## config.mk

```make
export PLATFORM = sky130hd
export DESIGN_NAME = sensor_i2c_register_port
export DESIGN_NICKNAME = d
export VERILOG_FILES = /design/src/design/sensor_i2c_pkg.sv /design/src/design/sensor_i2c_register_port.sv
export VERILOG_INCLUDE_DIRS = /design/src /design/src/design
export SDC_FILE = /design/constraint.sdc
export NUM_CORES = 1
export LEC_CHECK = 0
export ABC_CLOCK_PERIOD_IN_PS = 3450
export BUFFER_PORTS_ARGS = -buffer_cell sky130_fd_sc_hd__buf_2
export CAP_MARGIN = 30
export CELL_PAD_IN_SITES_DETAIL_PLACEMENT = 1
export CELL_PAD_IN_SITES_GLOBAL_PLACEMENT = 2
export CORE_UTILIZATION = 44
export DETAILED_ROUTE_END_ITERATION = 12
export HOLD_SLACK_MARGIN = 0.06
export PLACE_DENSITY_LB_ADDON = 0.1
export SYNTH_ARGS = -nofsm -noshare
export SYNTH_HDL_FRONTEND = slang
export SYNTH_SLANG_ARGS = --single-unit
```

## constraint.sdc

```tcl
create_clock -name clock_i -period 3.45 [get_ports clock_i]
set_clock_uncertainty 0.05 [all_clocks]
set_input_delay 0.345 -clock clock_i [delete_from_list [all_inputs] [get_ports clock_i]]
set_output_delay 0.345 -clock clock_i [all_outputs]
set_load 0.01 [all_outputs]
```

## src/design/sensor_i2c_regs.svh

```systemverilog
// register offsets, reset values and constants of the sensor i2c register port
`ifndef SENSOR_I2C_REGS_SVH
`define SENSOR_I2C_REGS_SVH

`define SLAVE_ADDR          7'h1a
`define OFS_BLACK_HIGH      16'h0008
`define OFS_BLACK_LOW       16'h0009
`define OFS_STANDBY         16'h0100
`define OFS_ORIENT          16'h0101
`define OFS_HOLD            16'h0104
`define RST_BLACK_LOW       8'h40
`define RST_BLACK_HIGH      1'b0
`define RST_STANDBY         1'b0
`define RST_ORIENT          2'h0
`define RST_HOLD            1'b1
`define BIT_HFLIP           0
`define BIT_VFLIP           1

`endif

```

## src/design/sensor_i2c_pkg.sv

```systemverilog
// types of the sensor i2c register port
package sensor_i2c_pkg;

    typedef enum logic [2:0] {
        ST_IDLE  = 3'b000,
        ST_DEVA  = 3'b001,
        ST_DEVK  = 3'b011,
        ST_RXB   = 3'b010,
        ST_RXK   = 3'b110,
        ST_TXB   = 3'b111,
        ST_TXK   = 3'b101,
        ST_WAIT  = 3'b100
    } link_state_t;

    typedef struct packed {
        logic       normal_run;
        logic       horizontal_flip;
        logic       vertical_flip;
        logic [8:0] black_offset;
    } sensor_cfg_t;

endpackage

```

## src/design/sensor_i2c_register_port.sv

```systemverilog
// i2c slave register port with index pointer and frame reflection
`timescale 1ns/1ps
`include "sensor_i2c_regs.svh"

// Overview of operation
// - message is 16-bit address then data bytes
// - bytes msb first, each followed by ack bit
// - data changes only while clock low
// - start is data falling while clock high
// - start without stop continues, index kept
// - receiver acks then releases data line
// - write address bytes load the index
// - index increments at each data ack
// - read address acked, byte at index follows
// - master ack continues read, nack ends
// - write data acked and index incremented
// - frame settings apply at frame reflection point
// - immediate registers apply at write time
// - hold bit set defers frame reflection
// - clearing hold applies held settings together
// - black offset nine bits, default 040h, immediate
// - standby bit zero is standby, resets zero
// - orientation flips, reset zero, frame reflected
// - slave address 0011010, eighth bit direction
// - protocol fixed first transaction; chip enable high
module sensor_i2c_register_port (
    input  wire logic                      clock_i,
    input  wire logic                      rst_i,
    input  wire logic                      scl_i,
    input  wire logic                      sda_i,
    input  wire logic                      serial_chip_enable_n_i,
    input  wire logic                      frame_reflect_i,
    output logic                           sda_o,
    output logic                           sda_oe_o,
    output logic                           i2c_selected_o,
    output sensor_i2c_pkg::sensor_cfg_t    cfg_o
);

    // pin synchronisers, two flops per pin before any logic reads them
    // idle level is high, so leaving reset shows no false edge on either line
    logic [1:0] scl_sync;
    logic [1:0] sda_sync;
    logic [1:0] cen_sync;
    logic       scl_d;
    logic       sda_d;

    always_ff @(posedge clock_i or posedge rst_i) begin
        if (rst_i) begin
            scl_sync <= 2'h3;
            sda_sync <= 2'h3;
            cen_sync <= 2'h3;
            scl_d    <= 1'b1;
            sda_d    <= 1'b1;
        end else begin
            scl_sync <= {scl_sync[0], scl_i};
            sda_sync <= {sda_sync[0], sda_i};
            cen_sync <= {cen_sync[0], serial_chip_enable_n_i};
            scl_d    <= scl_sync[1];
            sda_d    <= sda_sync[1];
        end
    end

    // bus events, seen on the synchronised copies a few cycles behind the pins
    wire scl   = scl_sync[1];
    wire sda   = sda_sync[1];
    wire rise  = scl & ~scl_d;
    wire fall  = ~scl & scl_d;
    wire start = scl & scl_d & sda_d & ~sda;
    wire stop  = scl & scl_d & ~sda_d & sda;

    // protocol lock: i2c chosen on first start while chip enable held high
    // a low chip enable at that start keeps the port dark until reset
    logic locked;
    logic lock_i2c;

    // the first start of the run decides the protocol
    wire lock_now = !locked && start;

    always_ff @(posedge clock_i or posedge rst_i) begin
        if (rst_i) begin
            locked   <= 1'b0;
            lock_i2c <= 1'b0;
        end else if (lock_now) begin
            locked   <= 1'b1;
            lock_i2c <= cen_sync[1];
        end
    end

    wire active = lock_i2c | (~locked & cen_sync[1]);

    // link state
    sensor_i2c_pkg::link_state_t state;
    sensor_i2c_pkg::link_state_t next_state;
    logic [2:0]  bit_cnt;
    logic [7:0]  shreg;
    logic [1:0]  rx_cnt;   // bytes received since address: 0,1 address, 2 data
    logic        dir_rd;
    logic [15:0] index;
    logic        master_nack;

    // live registers and pending frame-reflected copies
    logic [7:0] black_low;
    logic       black_high;
    logic       standby_run;
    logic       hold;
    logic [1:0] orient_shadow;
    logic [1:0] orient_live;

    // read mux, unmapped addresses read as zero
    function automatic logic [7:0] reg_read(input logic [15:0] a);
        unique case (a)
            `OFS_BLACK_LOW:  reg_read = black_low;
            `OFS_BLACK_HIGH: reg_read = {7'h00, black_high};
            `OFS_STANDBY:    reg_read = {7'h00, standby_run};
            `OFS_ORIENT:     reg_read = {6'h00, orient_shadow};
            `OFS_HOLD:       reg_read = {7'h00, hold};
            default:         reg_read = 8'h00;
        endcase
    endfunction

    wire [7:0] rx_byte  = {shreg[6:0], sda};
    wire       addr_hit = (rx_byte[7:1] == `SLAVE_ADDR);
    wire       last_bit = (bit_cnt == 3'h7);
    wire       wr_data  = (state == sensor_i2c_pkg::ST_RXB) && rise && last_bit
                          && (rx_cnt == 2'h2);
    wire [7:0] rd_byte  = reg_read(index);

    // state decodes shared by the bit engine, the index pointer and the driver
    wire in_deva = (state == sensor_i2c_pkg::ST_DEVA);
    wire in_devk = (state == sensor_i2c_pkg::ST_DEVK);
    wire in_rxb  = (state == sensor_i2c_pkg::ST_RXB);
    wire in_rxk  = (state == sensor_i2c_pkg::ST_RXK);
    wire in_txb  = (state == sensor_i2c_pkg::ST_TXB);
    wire in_txk  = (state == sensor_i2c_pkg::ST_TXK);

    // byte boundaries on the write side: two address bytes, then data
    wire rx_done = in_rxb && rise && last_bit;
    wire addr_hi = rx_done && (rx_cnt == 2'h0);
    wire addr_lo = rx_done && (rx_cnt == 2'h1);

    // master answer bit after a read byte; ack or nack both advance the index
    wire rd_answer = in_txk && rise;

    // read bit select: a new byte starts at its msb, each later fall moves one
    // bit lower; the counter still holds the old position at that fall
    wire [2:0] tx_pos = in_txb ? (3'h6 - bit_cnt) : 3'h7;
    wire       tx_bit = rd_byte[tx_pos];

    // ack slot: opens at the fall that ends a byte, closes at the next fall
    wire ack_slot = (in_devk || in_rxk) && (bit_cnt == 3'h0);
    wire tx_drive = (next_state == sensor_i2c_pkg::ST_TXB);

    // open-drain drive values taken at each clock fall
    wire next_sda    = tx_drive & tx_bit;
    wire next_sda_oe = ack_slot | (tx_drive & ~tx_bit);

    // next state on scl edges
    always_comb begin
        next_state = state;
        unique case (state)
            sensor_i2c_pkg::ST_IDLE: next_state = state;
            sensor_i2c_pkg::ST_DEVA:
                if (rise && last_bit)
                    next_state = addr_hit ? sensor_i2c_pkg::ST_DEVK
                                          : sensor_i2c_pkg::ST_WAIT;
            sensor_i2c_pkg::ST_DEVK:
                if (fall && bit_cnt == 3'h1)
                    next_state = dir_rd ? sensor_i2c_pkg::ST_TXB
                                        : sensor_i2c_pkg::ST_RXB;
            sensor_i2c_pkg::ST_RXB:
                if (rise && last_bit) next_state = sensor_i2c_pkg::ST_RXK;
            sensor_i2c_pkg::ST_RXK:
                if (fall && bit_cnt == 3'h1) next_state = sensor_i2c_pkg::ST_RXB;
            sensor_i2c_pkg::ST_TXB:
                if (fall && last_bit) next_state = sensor_i2c_pkg::ST_TXK;
            sensor_i2c_pkg::ST_TXK:
                if (fall)
                    next_state = master_nack ? sensor_i2c_pkg::ST_WAIT
                                             : sensor_i2c_pkg::ST_TXB;
            sensor_i2c_pkg::ST_WAIT: next_state = state;
            default: next_state = sensor_i2c_pkg::ST_IDLE;
        endcase
    end

    // bit engine: start/stop override the scl-driven progress
    // a start or stop may come at any bit, so both take priority here
    always_ff @(posedge clock_i or posedge rst_i) begin
        if (rst_i) begin
            state       <= sensor_i2c_pkg::ST_IDLE;
            bit_cnt     <= 3'h0;
            shreg       <= 8'h00;
            rx_cnt      <= 2'h0;
            dir_rd      <= 1'b0;
            master_nack <= 1'b0;
        end else if (!active || stop) begin
            state <= sensor_i2c_pkg::ST_IDLE;
        end else if (start) begin
            state   <= sensor_i2c_pkg::ST_DEVA;
            bit_cnt <= 3'h0;
        end else begin
            state <= next_state;
            // sample one bit per rise while receiving
            if (rise && (in_deva || in_rxb)) begin
                shreg   <= rx_byte;
                bit_cnt <= bit_cnt + 3'h1;
            end
            // direction latched with the last address bit
            if (in_deva && rise && last_bit) begin
                dir_rd <= rx_byte[0];
                rx_cnt <= 2'h0;
            end
            // ack slot spans two falls: the one that opens and the one that closes it
            if (fall && (in_devk || in_rxk)) begin
                bit_cnt <= (bit_cnt == 3'h0) ? 3'h1 : 3'h0;
            end
            // count address bytes, saturating once data begins
            if (rx_done && rx_cnt != 2'h2) begin
                rx_cnt <= rx_cnt + 2'h1;
            end
            // one bit per fall while sending
            if (in_txb && fall) begin
                bit_cnt <= bit_cnt + 3'h1;
            end
            // master answer after a read byte
            if (rd_answer) begin
                master_nack <= sda;
            end
            // the fall after the answer bit starts the next byte afresh
            if (in_txk && fall) begin
                bit_cnt <= 3'h0;
            end
        end
    end

    // index pointer
    always_ff @(posedge clock_i or posedge rst_i) begin
        if (rst_i) begin
            index <= 16'h0000;
        end else if (addr_hi) begin
            index <= {rx_byte, index[7:0]};
        end else if (addr_lo) begin
            index <= {index[15:8], rx_byte};
        end else if (wr_data || rd_answer) begin
            index <= index + 16'h0001;
        end
    end

    // data line driver: ack low, read data msb first, released otherwise
    always_ff @(posedge clock_i or posedge rst_i) begin
        if (rst_i) begin
            sda_o    <= 1'b1;
            sda_oe_o <= 1'b0;
        end else if (start || stop || !active) begin
            // a start or stop always frees the line
            sda_oe_o <= 1'b0;
        end else if (fall) begin
            // the line only moves while the clock is low
            sda_o    <= next_sda;
            sda_oe_o <= next_sda_oe;
        end
    end

    // write strobes decoded from the index, one per mapped register
    wire wr_black_low  = wr_data && (index == `OFS_BLACK_LOW);
    wire wr_black_high = wr_data && (index == `OFS_BLACK_HIGH);
    wire wr_standby    = wr_data && (index == `OFS_STANDBY);
    wire wr_orient     = wr_data && (index == `OFS_ORIENT);
    wire wr_hold       = wr_data && (index == `OFS_HOLD);

    // black offset low byte, applied at once
    always_ff @(posedge clock_i or posedge rst_i) begin
        if (rst_i) begin
            black_low <= `RST_BLACK_LOW;
        end else if (wr_black_low) begin
            black_low <= rx_byte;
        end
    end

    // black offset bit 8, applied at once
    always_ff @(posedge clock_i or posedge rst_i) begin
        if (rst_i) begin
            black_high <= `RST_BLACK_HIGH;
        end else if (wr_black_high) begin
            black_high <= rx_byte[0];
        end
    end

    // standby control, applied at once
    always_ff @(posedge clock_i or posedge rst_i) begin
        if (rst_i) begin
            standby_run <= `RST_STANDBY;
        end else if (wr_standby) begin
            standby_run <= rx_byte[0];
        end
    end

    // orientation pending copy, waits for the frame point
    always_ff @(posedge clock_i or posedge rst_i) begin
        if (rst_i) begin
            orient_shadow <= `RST_ORIENT;
        end else if (wr_orient) begin
            orient_shadow <= rx_byte[1:0];
        end
    end

    // reflection hold, applied at once
    always_ff @(posedge clock_i or posedge rst_i) begin
        if (rst_i) begin
            hold <= `RST_HOLD;
        end else if (wr_hold) begin
            hold <= rx_byte[0];
        end
    end

    // frame reflection point moves pending values unless held
    // only the orientation is frame reflected; hold stops the copy
    always_ff @(posedge clock_i or posedge rst_i) begin
        if (rst_i) begin
            orient_live <= `RST_ORIENT;
        end else if (frame_reflect_i && !hold) begin
            orient_live <= orient_shadow;
        end
    end

    // registered outputs
    // straight from flops so the far side never sees decode glitches
    always_ff @(posedge clock_i or posedge rst_i) begin
        if (rst_i) begin
            cfg_o          <= '0;
            i2c_selected_o <= 1'b0;
        end else begin
            cfg_o.normal_run      <= standby_run;
            cfg_o.horizontal_flip <= orient_live[`BIT_HFLIP];
            cfg_o.vertical_flip   <= orient_live[`BIT_VFLIP];
            cfg_o.black_offset    <= {black_high, black_low};
            i2c_selected_o        <= lock_i2c;
        end
    end

endmodule // sensor_i2c_register_port

```

; ---- Word level (Yosys, flattened, before mapping)
; Cells that the tools add are included.
[word_totals]
regBits = 73
in_bits = 6
wordCells = 154
[classes]
add_sub_neg = 4
n_lt_le_gt_ge = 1
eq_ne = 20
n_mux = 29
n_bitwise = 22
n_reduce_logical = 50
[op_table]
columns = op, n
row1 = $eq A16 B9 Y1 const B, 3
row2 = $mux W16, 3
row3 = $mux W3, 16
row4 = $pmux W8 S5, 1
row5 = $eq A16 B4 Y1 const B, 2
row6 = $logic_and A1 B1 Y1, 24
row7 = $pmux W3 S7, 1
row8 = $eq A3 B3 Y1 const B, 6
row9 = $add A16 B1 Y16 const B, 1
row10 = $reduce_and A3 Y1, 4
row11 = $and A1 B1 Y1, 10
row12 = $not A1 Y1, 10
row13 = $reduce_and A2 Y1, 4
row14 = $reduce_bool A2 Y1, 4
row15 = $eq A7 B5 Y1 const B, 1
row16 = $eq A3 B1 Y1 const B, 2
row17 = $eq A3 B2 Y1 const B, 2
row18 = $logic_not A3 Y1, 2
row19 = $logic_or A1 B1 Y1, 6
row20 = $mux W2, 3
row21 = $reduce_bool A5 Y1, 1
row22 = $lt A3 B4 Y1 const B, 1
row23 = $mux W1, 4
row24 = $ne A2 B2 Y1 const B, 2
row25 = 10 further kinds, 13

; ---- Longest topological paths before layout
; Gate-level depths: netlist (run 1).
[logic_depth]
ltp_word = 10
depth_mapped = 9
mapped_depth_nobuf = 8

; ---- Worst setup path before layout (run 1)
; OpenSTA, ideal clock, no wires.
[synth_timing]
kind = register to register
start = register bit_cnt[0]
end = register sda_o
arrival_time_ns = 1.926
slack_ns = 1.394
stages_incl_launch_ff = 8
period_less_slack_ns = 2.056
cell_sequence = dfrtp_1 ha_1 xnor2_2 nor2_2 mux4_2 a21oi_2 o32ai_2 a32o_1
[synth_via]
elab_chain_len = 6
word_cells_on_any_way = 17
cone_classes = 1 x add/sub / 3 x eq/ne / 9 x mux / 1 x bitwise / 3 x reduce/logical
[synth_rtl]
columns = item, line_no
row1 = "start, declared", sensor_i2c_register_port.sv:94  ; logic [2:0] bit_cnt;
row2 = "start signal, assigned", sensor_i2c_register_port.sv:205  ; bit_cnt <= bit_cnt + 3'h1;
row3 = "start signal, assigned", sensor_i2c_register_port.sv:214  ; bit_cnt <= (bit_cnt == 3'h0) ? 3'h1 : 3'h0;
row4 = "start signal, assigned", sensor_i2c_register_port.sv:222  ; bit_cnt <= bit_cnt + 3'h1;
row5 = "parallel branches: the longest is 5 deep, another holds $sub A3 B3 Y3", --
row6 = $and A1 B1 Y1 (*), sensor_i2c_register_port.sv:154  ; wire next_sda = tx_drive & tx_bit;
row7 = "end signal, assigned", sensor_i2c_register_port.sv:258  ; sda_o <= next_sda;
row8 = "end, declared", sensor_i2c_register_port.sv:33  ; output logic sda_o,
; Every way passes the cells marked *. The select of a mux whose other input is x is not followed.
; A chain may end at the register's enable or synchronous reset.

; ---- Worst setup path after layout (run 1)
[layout_timing]
start = register scl_sync[1]
end = register index[4]
[layout_via]
elab_chain_len = 7
word_cells_on_any_way = 12
cone_classes = 1 x mux / 2 x bitwise / 9 x reduce/logical
[layout_rtl]
columns = item, line_no
row1 = "start, declared", sensor_i2c_register_port.sv:41  ; logic [1:0] scl_sync;
row2 = "start signal, assigned", sensor_i2c_register_port.sv:55  ; scl_sync <= {scl_sync[0], scl_i};
row3 = $and A1 B1 Y1 (*), sensor_i2c_register_port.sv:66  ; wire rise = scl & ~scl_d;
row4 = $logic_and A1 B1 Y1 (2 in a row), "sensor_i2c_register_port.sv:124, sensor_i2c_register_port.sv:137"
row5 = $logic_and A1 B1 Y1, sensor_i2c_register_port.sv:125  ; && (rx_cnt == 2'h2);
row6 = $logic_or A1 B1 Y1, sensor_i2c_register_port.sv:243  ; end else if (wr_data || rd_answer) begin
row7 = $reduce_bool A2 Y1 (no line), --
row8 = $reduce_and A2 Y1 (no line), --
row9 = "end signal, assigned", sensor_i2c_register_port.sv:240  ; index <= {rx_byte, index[7:0]};
row10 = "end signal, assigned", sensor_i2c_register_port.sv:242  ; index <= {index[15:8], rx_byte};
row11 = "end signal, assigned", sensor_i2c_register_port.sv:244  ; index <= index + 16'h0001;
row12 = "end, declared", sensor_i2c_register_port.sv:98  ; logic [15:0] index;
; Mark *: on every way between the ends. The rest lies on a longest branch, timed or not. The select of a mux whose other input is x is not followed.

==> flow_summary.toml, run 1 <==
[outcome]
outcome = "complete, no violations"

[synth]
netlist_area_sq_um = 3730
syn_area_per_cell_sq_um = 10.9
synth_compound_area_share_pct = 11.5
synth_xor_area_share_pct = 2.79
ys_types = 66
yosysWarnings = 0
synth_ff_type = "dfrtp_1"
synthMuxAreaShare_pct = 9.00
synth-adder-area-share_pct = 3.69
ys_seq_elements = 73
synth_top_family_by_area = "simple AND/OR/NAND/NOR gates"
synth-simple-area-share_pct = 19.8
synth_cells = 341
synth_edf_count = 0
synth_fp_nets = 358
synth-async-reset-ratio_pct = 100
synth-seq-area-share_pct = 49.4

[layout]
mostFrequentLayoutCells = "dfrtp_1 (62), nor2_1 (26), a21oi_1 (21), nand2_1 (21), buf_2 (20)"
drive_above_1_share_pct = 24.6
nNetsFinal = 382
diodes = 0
syn_to_final_growth_pct = 12.1
layout_commonest_cell = "dfrtp_1"
stdcell_area_sq_um = 4180

[setup_path]
path_class = "flop to flop"
cp_cell_sequence = "nor2b_1 > nand4_1 > a21boi_4 > a21boi_1 > o21ai_1"
worst_path_max_delay_cell = "nand4_1"
endpoint_kind = "flop"
cp.arrival_ps = 2940
cp-start-kind = "flop"
path_max_fanout = 16
crit_buf_inv = 0
critPathRequiredTime_ps = 3630
crit_path_max_incr_delay_ps = 610
crit_family = "simple AND/OR/NAND/NOR gates"

[clock_network]
insertion_delay_ps = 340
root_buffer = "clkbuf_8"
cts.sinks = 73
tritoncts = "yes"
numCtsBuffers = 9
clockBufferDepth = 2
clk_pin_slew_ps = 80
cts_htree_levels = 3
ctsResizeCount = 0

[sta]
finalCritPeriodShare_pct = 80.0
fmax_mhz = 362
drv_slew = 0
slew_headroom_pct = 59.8
fin_tns_setup_ps = 0
finalCriticalPeriod_ps = 2760
rsz0062_at_grt = "false"
tightest_slew_ps = 601
final_hold_viol_count = 0
setup_viol = 0

[power_and_ir_drop]
power.total_mw = 1.99
switching_share_pct = 25.8
p_per_area_nw_per_um2 = 476
clock_power_share_pct = 42.3
p_int_mw = 1.47
switching_power_uw = 512
combPwrFrac_pct = 10.2
p_leak_nw = 1.88
p_seq_share_pct = 47.5
vdd_drop_max_v = 0.000232

[routing]
wl_mm = 8.55
via_count = 2666
dr_wl_met2_mm = 4.00
wl_met3_um = 133
drt-met1-wl_mm = 4.31
drt_iter0_drc = 154
wl_per_cell_um = 18.0
drc = 0
top_layer_used = "met4"
drtPass1Iterations = 4
via_per_inst = 5.61
postRouteAntennaNets = 0

[floorplan]
die-area_sq_um = 8840
num_io_pins = 21
die_y_um = 94.0
floorplan.initialDensity_pct = 45.3
rows = 33
die_w_um = 94.0
core_sq_um = 8220

[place]
port_buffers = 20
place_congestion = 0.763
hpwl_mm = 6.18
place_area_sq_um = 3880

[min_path]
hold_path.class = "flop to flop"

[grt]
track_usage_pct = 21.6
overflow = 0
antenna_found_initial = 0
grt_pass1_wl_mm = 14.5
first_global_vias = 2780
grt_max_degree = 29

[job]
maxCapViolCount = 0
[power groups by stage]
stage	logic (mW)	registers (mW)	clock network [mW]
floorplan	0.151	0.942	0
global placement	0.194	0.958	0
detailed placement	0.199	0.962	0
CTS	0.204	0.945	0.864
global route	0.226	0.952	0.896
finish	0.202	0.944	0.841
[Yosys cell counts (3+ instances only)]
| library cell | n | area (sq um) |
|---|---|---|
| a21oi_1 | 21 | 105 |
| a32o_1 | 3 | 30.0 |
| and3_1 | 3 | 18.8 |
| buf_2 | 3 | 15.0 |
| buf_4 | 5 | 37.5 |
| buf_6 | 3 | 33.8 |
| clkbuf_1 | 3 | 11.3 |
| dfrtp_1 | 62 | 1550 |
| dfstp_2 | 11 | 289 |
| ha_1 | 11 | 138 |
| inv_1 | 12 | 45.0 |
| mux2_1 | 13 | 146 |
| mux2_2 | 13 | 146 |
| nand2_1 | 21 | 78.8 |
| nand2b_1 | 4 | 25.0 |
| nand3_1 | 17 | 85.1 |
| nand4_1 | 14 | 87.6 |
| nor2_1 | 26 | 97.6 |
| nor2_2 | 4 | 25.0 |
| nor2b_1 | 5 | 31.3 |
| nor3_1 | 5 | 25.0 |
| nor3b_1 | 3 | 22.5 |
| nor4_2 | 5 | 62.6 |
| o21ai_0 | 16 | 80.1 |
| xnor2_1 | 6 | 52.6 |
| xor2_1 | 4 | 35.0 |
[logic make-up (layout without fill, tap and decap cells)]
kind of cell,count (synthesis),in the layout
buffers and inverters,26,55
XOR/XNOR,11,11
multiplexers,29,29
AND/OR/NAND/NOR,127,127
AO/OA/AOI/OAI,64,64
flip-flops,73,73
adder cells (fa/ha/maj),11,11
[worst register-to-register path: cells and delay by family (launching register included)]
| kind | cells | cell delay, ps |
|---|---|---|
| AO/OA/AOI/OAI | 3 | 870 |
| flip-flops | 1 | 600 |
| AND/OR/NAND/NOR | 2 | 1140 |
[flip-flops by register name, indices dropped and copies added, names as in the netlist, 2 cells and up]
| name | flops |
|---|---|
| bit_cnt | 3 |
| cfg_o | 12 |
| orient_shadow | 2 |
| orient_live | 2 |
| rx_cnt | 2 |
| shreg | 7 |
| scl_sync | 2 |
| black_low | 8 |
| sda_sync | 2 |
| index | 16 |
| cen_sync | 2 |
| state | 3 |
[final timing paths]
| kind | startpoint | endpoint | slack [ps] | cells past startpoint |
|---|---|---|---|---|
| hold reg to reg | sda_sync[0]$_DFF_PP1_ | sda_sync[1]$_DFF_PP1_ | 310 | 0 |
| max in group asynchronous | rst_i | sda_sync[0]$_DFF_PP1_ | 1970 | 4 |
| setup reg to reg | scl_sync[1]$_DFF_PP1_ | index[4]$_DFFE_PP0P_ | 690 | 5 |
| hold / removal | sda_sync[0]$_DFF_PP1_ | sda_sync[1]$_DFF_PP1_ | 310 | 0 |
| min in group asynchronous | rst_i | bit_cnt[1]$_DFFE_PP0P_ | 560 | 3 |
| setup / recovery | scl_sync[1]$_DFF_PP1_ | index[4]$_DFFE_PP0P_ | 690 | 5 |
[final cells by class]
type	count	area (sq um)
clock buffers	10	138
clock inverters	6	115
fillers	916	4040
inverters	12	45.0
multi-input cells	242	1740
flip-flops and latches	73	1840
well taps	105	131
repair buffers	27	163
[timing repair]
action	4_1_cts	5_1_grt
buffers inserted	0	0
hold buffers	4	0
endpoints found under the setup margin	0	0
endpoints found under the hold margin	28	0
[per-layer routing]
layer,GRT usage (%),vias to the layer above
met3,2.91,10
li1,-,1274
met2,34.1,30
met5,0,-
met1,30.4,1352
met4,7.31,0
[per-stage QoR]
stage	utilization (%)	hold WS, ps	setup slack, ps	instances
4_1_cts	50.8	308	692	475
3_5_place_dp	47.3	297	705	455
5_1_grt	50.8	310	391	475
2_1_floorplan	-	295	1220	341
3_3_place_gp	47.3	296	819	455
6_report	50.8	307	691	475
Note: power is estimated with default switching activity, not from simulation.
==> inputs of run 2 (changes only) <==
--- a/config.mk
+++ b/config.mk
@@ -6,12 +6,12 @@
 export SDC_FILE = /design/constraint.sdc
 export NUM_CORES = 1
 export LEC_CHECK = 0
-export ABC_CLOCK_PERIOD_IN_PS = 3450
+export ABC_CLOCK_PERIOD_IN_PS = 2300
 export BUFFER_PORTS_ARGS = -buffer_cell sky130_fd_sc_hd__buf_2
 export CAP_MARGIN = 30
 export CELL_PAD_IN_SITES_DETAIL_PLACEMENT = 1
 export CELL_PAD_IN_SITES_GLOBAL_PLACEMENT = 2
-export CORE_UTILIZATION = 44
+export CORE_UTILIZATION = 37
 export DETAILED_ROUTE_END_ITERATION = 12
 export HOLD_SLACK_MARGIN = 0.06
 export PLACE_DENSITY_LB_ADDON = 0.1
==> constraint.sdc (replaced) <==
create_clock -name clock_i -period 2.3 [get_ports clock_i]
set_clock_uncertainty 0.05 [all_clocks]
set_input_delay 0.23 -clock clock_i [delete_from_list [all_inputs] [get_ports clock_i]]
set_output_delay 0.23 -clock clock_i [all_outputs]
set_load 0.01 [all_outputs]
==> flow_summary.toml, run 2 (same netlist as run 1, synthesis figures left out) <==
[outcome]
outcome = "complete, no violations"

[setup_path]
critPathRequiredTime_ps = 2540
reg2reg_from = "bit_cnt[0]$_DFFE_PP0P_"
rrSetupSlack_ps = 130
cp.arrival_ps = 2420
critPathLaunch = "bit_cnt[0]$_DFFE_PP0P_"
path_class = "flop to flop"
path_max_fanout = 5
endpoint_kind = "flop"
cp-start-kind = "flop"

[clock_network]
tritoncts = "yes"
clockBufferDepth = 2
clk_pin_slew_ps = 80
numCtsBuffers = 9
root_buffer = "clkbuf_8"
cts.sinks = 73
insertion_delay_ps = 370
cts_htree_levels = 3

[sta]
slew_headroom_pct = 70.1
fmax_mhz = 460
final_hold_viol_count = 0
drv_slew = 0
setup_viol = 0
finalCriticalPeriod_ps = 2170
fin_tns_setup_ps = 0
finalCritPeriodShare_pct = 94.5
rsz0062_at_grt = "false"
tightest_slew_ps = 445

[min_path]
hold_path.class = "input port to flop"
worstHoldStart = "frame_reflect_i"

[power_and_ir_drop]
vdd_drop_max_v = 0.000298
p_leak_nw = 1.98
power.total_mw = 2.69
p_per_area_nw_per_um2 = 617

[layout]
layoutNonFillerInstCount = 528
fin_util_pct = 44.6
drive_above_1_share_pct = 30.1
largest_reg_flops = 16
diodes = 0
syn_to_final_growth_pct = 17.1
reg_top3 = "index x16, cfg_o x12, black_low x8"
stdcell_area_sq_um = 4360
mostFrequentLayoutCells = "dfrtp_1 (61), nor2_1 (25), buf_4 (25)"
layout_commonest_cell = "dfrtp_1"
regMostFlops = "index"
nNetsFinal = 407
fill_cells = 1096

[routing]
drt_iter0_drc = 87
wl_per_cell_um = 16.7
wl_mm = 8.82
drc = 0
postRouteAntennaNets = 0
via_count = 2737
drtPass1Iterations = 4
via_per_inst = 5.18

[place]
hpwl_mm = 6.30
place_area_sq_um = 4100
place_congestion = 0.751
port_buffers = 20
dp.cells = 502

[grt]
grt_pass1_wl_mm = 14.7
first_global_vias = 2801
track_usage_pct = 19.0
antenna_found_initial = 0
overflow = 0
grt_max_degree = 74

[floorplan]
die_w_um = 102
floorplan.initialDensity_pct = 38.1
rows = 36
die_y_um = 102
die-area_sq_um = 10500
num_io_pins = 21
core_sq_um = 9770

[job]
maxCapViolCount = 0
==> run 2: changes by cell type in the layout (fill, tap and decap cells not counted), moves of 2 or more <==
cell       before  now
buf_4           3   25
buf_12          0    3
bufinv_16       3    0
clkinv_2        0    2
==> run 2: per-layer routing <==
metal | vias to the layer above | part of all wire, % | global-route usage, %
met4 | 0 | 1.4 | 7.58
met1 | 1371 | 51 | 26.1
met2 | 34 | 45 | 29.2
met3 | 10 | 2.9 | 3.90
met5 | - | 0 | 0
li1 | 1322 | - | -
==> run 2: area by class of cell <==
class                           instances  area (sq um)  area share, %
Sequential cell                        73          1840           42.2
Clock inverter                          6          42.5          0.975
Tap cell                              133           166           3.82
Multi-Input combinational cell        242          1750           40.1
Inverter                               12          45.0           1.03
Clock buffer                           10           128           2.93
Timing Repair Buffer                   52           388           8.89
==> run 2: path summary, 6_finish.rpt <==
path                                               to  depth (start not counted)
hold reg to reg                 cen_sync[1]$_DFF_PP1_                          0
setup / recovery                    sda_o$_DFFE_PP1P_                          7
hold / removal             orient_live[1]$_DFFE_PP0P_                          3
min in group asynchronous          state[1]$_DFF_PP0_                          4
max in group asynchronous             scl_d$_DFF_PP1_                          4
setup reg to reg                    sda_o$_DFFE_PP1P_                          7
==> run 2: worst max-delay path, cell delays in order (launching register included) <==
cell	delay (ps)
dfrtp_1	430
ha_1	240
xnor2_2	160
nor2_2	140
mux4_2	530
a21oi_2	170
o32ai_2	110
a32o_1	270
==> run 2: stage by stage <==
stage               hold WS, ps  setup slack, ps
floorplan                   184              185
CTS                         279             8.25
global route                302             4.95
global placement            285             75.9
finish                      290              127
detailed placement          287            -24.7
==> run 2: power by group <==
group	internal [mW]	total [mW]	switching (mW)
Combinational	0.160	0.377	0.217
Clock	0.393	0.921	0.527
Sequential	1.34	1.39	0.0550
==> run 2: repair_timing <==
action                     in CTS  in global routing
buffers inserted                4                  2
hold endpoints to repair       65                  0
resized for setup               0                  4
hold buffers                    4                  0
pin swaps                       1                  1
setup endpoints to repair       1                 29
gates cloned                    0                  0
==> inputs of run 3 (changes only) <==
--- a/config.mk
+++ b/config.mk
@@ -7,7 +7,7 @@
 export NUM_CORES = 1
 export LEC_CHECK = 0
 export ABC_CLOCK_PERIOD_IN_PS = 2300
-export BUFFER_PORTS_ARGS = -buffer_cell sky130_fd_sc_hd__buf_2
+export BUFFER_PORTS_ARGS = -buffer_cell sky130_fd_sc_hd__buf_4
 export CAP_MARGIN = 30
 export CELL_PAD_IN_SITES_DETAIL_PLACEMENT = 1
 export CELL_PAD_IN_SITES_GLOBAL_PLACEMENT = 2
==> flow_summary.toml, run 3 (same netlist as run 1, synthesis figures left out) <==
[place]
port_buffers = 20
place_congestion = 0.796
hpwl_mm = 6.48
place_ws_ps = -26.0

[min_path]
hold_path.class = "input port to flop"

[floorplan]
die-area_sq_um = 10500
core_sq_um = 9770
die_y_um = 102
floorplan.initialDensity_pct = 38.1
rows = 36
die_w_um = 102
num_io_pins = 21

[clock_network]
cts_htree_levels = 3
cts.sinks = 73
insertion_delay_ps = 350
root_buffer = "clkbuf_8"
clockBufferDepth = 2
numCtsBuffers = 9
tritoncts = "yes"
clk_pin_slew_ps = 80

[grt]
grt_max_degree = 46
antenna_found_initial = 0
track_usage_pct = 18.8
first_global_vias = 2824
grt_pass1_wl_mm = 14.6
overflow = 0

[sta]
finalCritPeriodShare_pct = 93.4
final_hold_viol_count = 0
setup_slack_ps = 152
tightest_slew_ps = 590
setup_viol = 0
fin_tns_setup_ps = 0
fmax_mhz = 466
finalCriticalPeriod_ps = 2150
rsz0062_at_grt = "false"
drv_slew = 0
slew_headroom_pct = 60.7

[power_and_ir_drop]
switching_share_pct = 29.2
combPwrFrac_pct = 13.9
vdd_drop_max_v = 0.000269
p_int_mw = 1.89
switching_power_uw = 780
p_per_area_nw_per_um2 = 606
clock_power_share_pct = 33.7
p_leak_nw = 1.97
p_seq_share_pct = 52.4
power.total_mw = 2.67

[setup_path]
path_max_fanout = 18
worst_path_max_delay_cell = "dfrtp_1"
cp.arrival_ps = 2370
crit_path_max_incr_delay_ps = 430
path_class = "flop to flop"
crit_family = "compound AO/OA/AOI/OAI gates"
critPathRequiredTime_ps = 2520
endpoint_kind = "flop"
crit_buf_inv = 2
cp_cell_sequence = "ha_1 > ha_1 > nor2b_2 > nand4_1 > buf_12 > a21boi_4 > buf_12 > o21a_1 > a2bb2oi_1"
cp-start-kind = "flop"

[layout]
reg_top3 = "index x16, cfg_o x12, black_low x8"
regArea_sq_um = 1840
syn_to_final_growth_pct = 18.4
drive_above_1_share_pct = 29.6
largest_reg_flops = 16
layout_commonest_cell = "dfrtp_1"
regMostFlops = "index"
multi_input_area_sq_um = 1770
fill_cells = 1111
mostFrequentLayoutCells = "dfrtp_1 (62), buf_4 (42), nor2_1 (26)"
diodes = 0
nNetsFinal = 404

[routing]
drt_iter0_drc = 54
postRouteAntennaNets = 0
drc = 0
wl_per_cell_um = 17.0
wl_mm = 8.93
drtPass1Iterations = 4
via_per_inst = 5.21
via_count = 2733

[outcome]
outcome = "complete, no violations"

[job]
maxCapViolCount = 0
-- run 3: power by group through the flow --
stage          Sequential (mW)  Combinational (mW)  Clock [mW]
2_1_floorplan             1.41               0.227           0
3_3_place_gp              1.42               0.359           0
3_5_place_dp              1.42               0.368           0
4_1_cts                   1.40               0.375       0.935
5_1_grt                   1.41               0.420       0.978
6_report                  1.40               0.371       0.900
-- run 3: through the flow --
stage | std cells | area, sq um | hold slack [ps] | utilization [%]
2_1_floorplan | 341 | 3730 | 184 | -
3_3_place_gp | 503 | 4140 | 288 | 42.4
3_5_place_dp | 503 | 4140 | 289 | 42.4
4_1_cts | 525 | 4380 | 294 | 44.8
5_1_grt | 525 | 4410 | 311 | 45.1
6_report | 525 | 4410 | 296 | 45.1
-- run 3: final cells by class --
type | count | area share, %
clock buffer | 10 | 2.89
clock inverter | 6 | 0.964
inverter | 12 | 1.02
multi-input combinational | 242 | 40.2
sequential | 73 | 41.7
tap | 133 | 3.77
timing repair buffer | 49 | 9.42
-- run 3: worst paths after layout --
check,from,end,slack (ps),depth (start not counted)
min in group asynchronous,rst_i,state[1]$_DFF_PP0_,470,4
hold / removal,frame_reflect_i,orient_live[1]$_DFFE_PP0P_,300,3
setup reg to reg,bit_cnt[0]$_DFFE_PP0P_,index[2]$_DFFE_PP0P_,150,9
setup / recovery,bit_cnt[0]$_DFFE_PP0P_,index[2]$_DFFE_PP0P_,150,9
max in group asynchronous,rst_i,shreg[6]$_DFFE_PP0P_,1230,4
hold reg to reg,cen_sync[0]$_DFF_PP1_,cen_sync[1]$_DFF_PP1_,310,0
-- run 3: worst min-delay path: cells and delay by family --
kind,cells,cell delay (ps)
simple gates,1,180
mux,1,180
buf+inv,1,70
-- run 3: per-layer routing --
metal / track usage, % / vias to the layer above / wire length, um
li1: - / 1318 / -
met2: 28.9 / 34 / 4040
met3: 3.28 / 14 / 204
met4: 8.35 / 0 / 179
met1: 25.8 / 1367 / 4500
met5: 0 / - / 0
-- run 3: repair_timing --
action / 4_1_cts / 5_1_grt
gates resized for setup: 0 / 5
hold endpoints to repair: 65 / 0
hold buffers: 4 / 0
buffers inserted: 2 / 0
pin swaps: 1 / 3
cloned: 0 / 0
setup endpoints to repair: 2 / 18
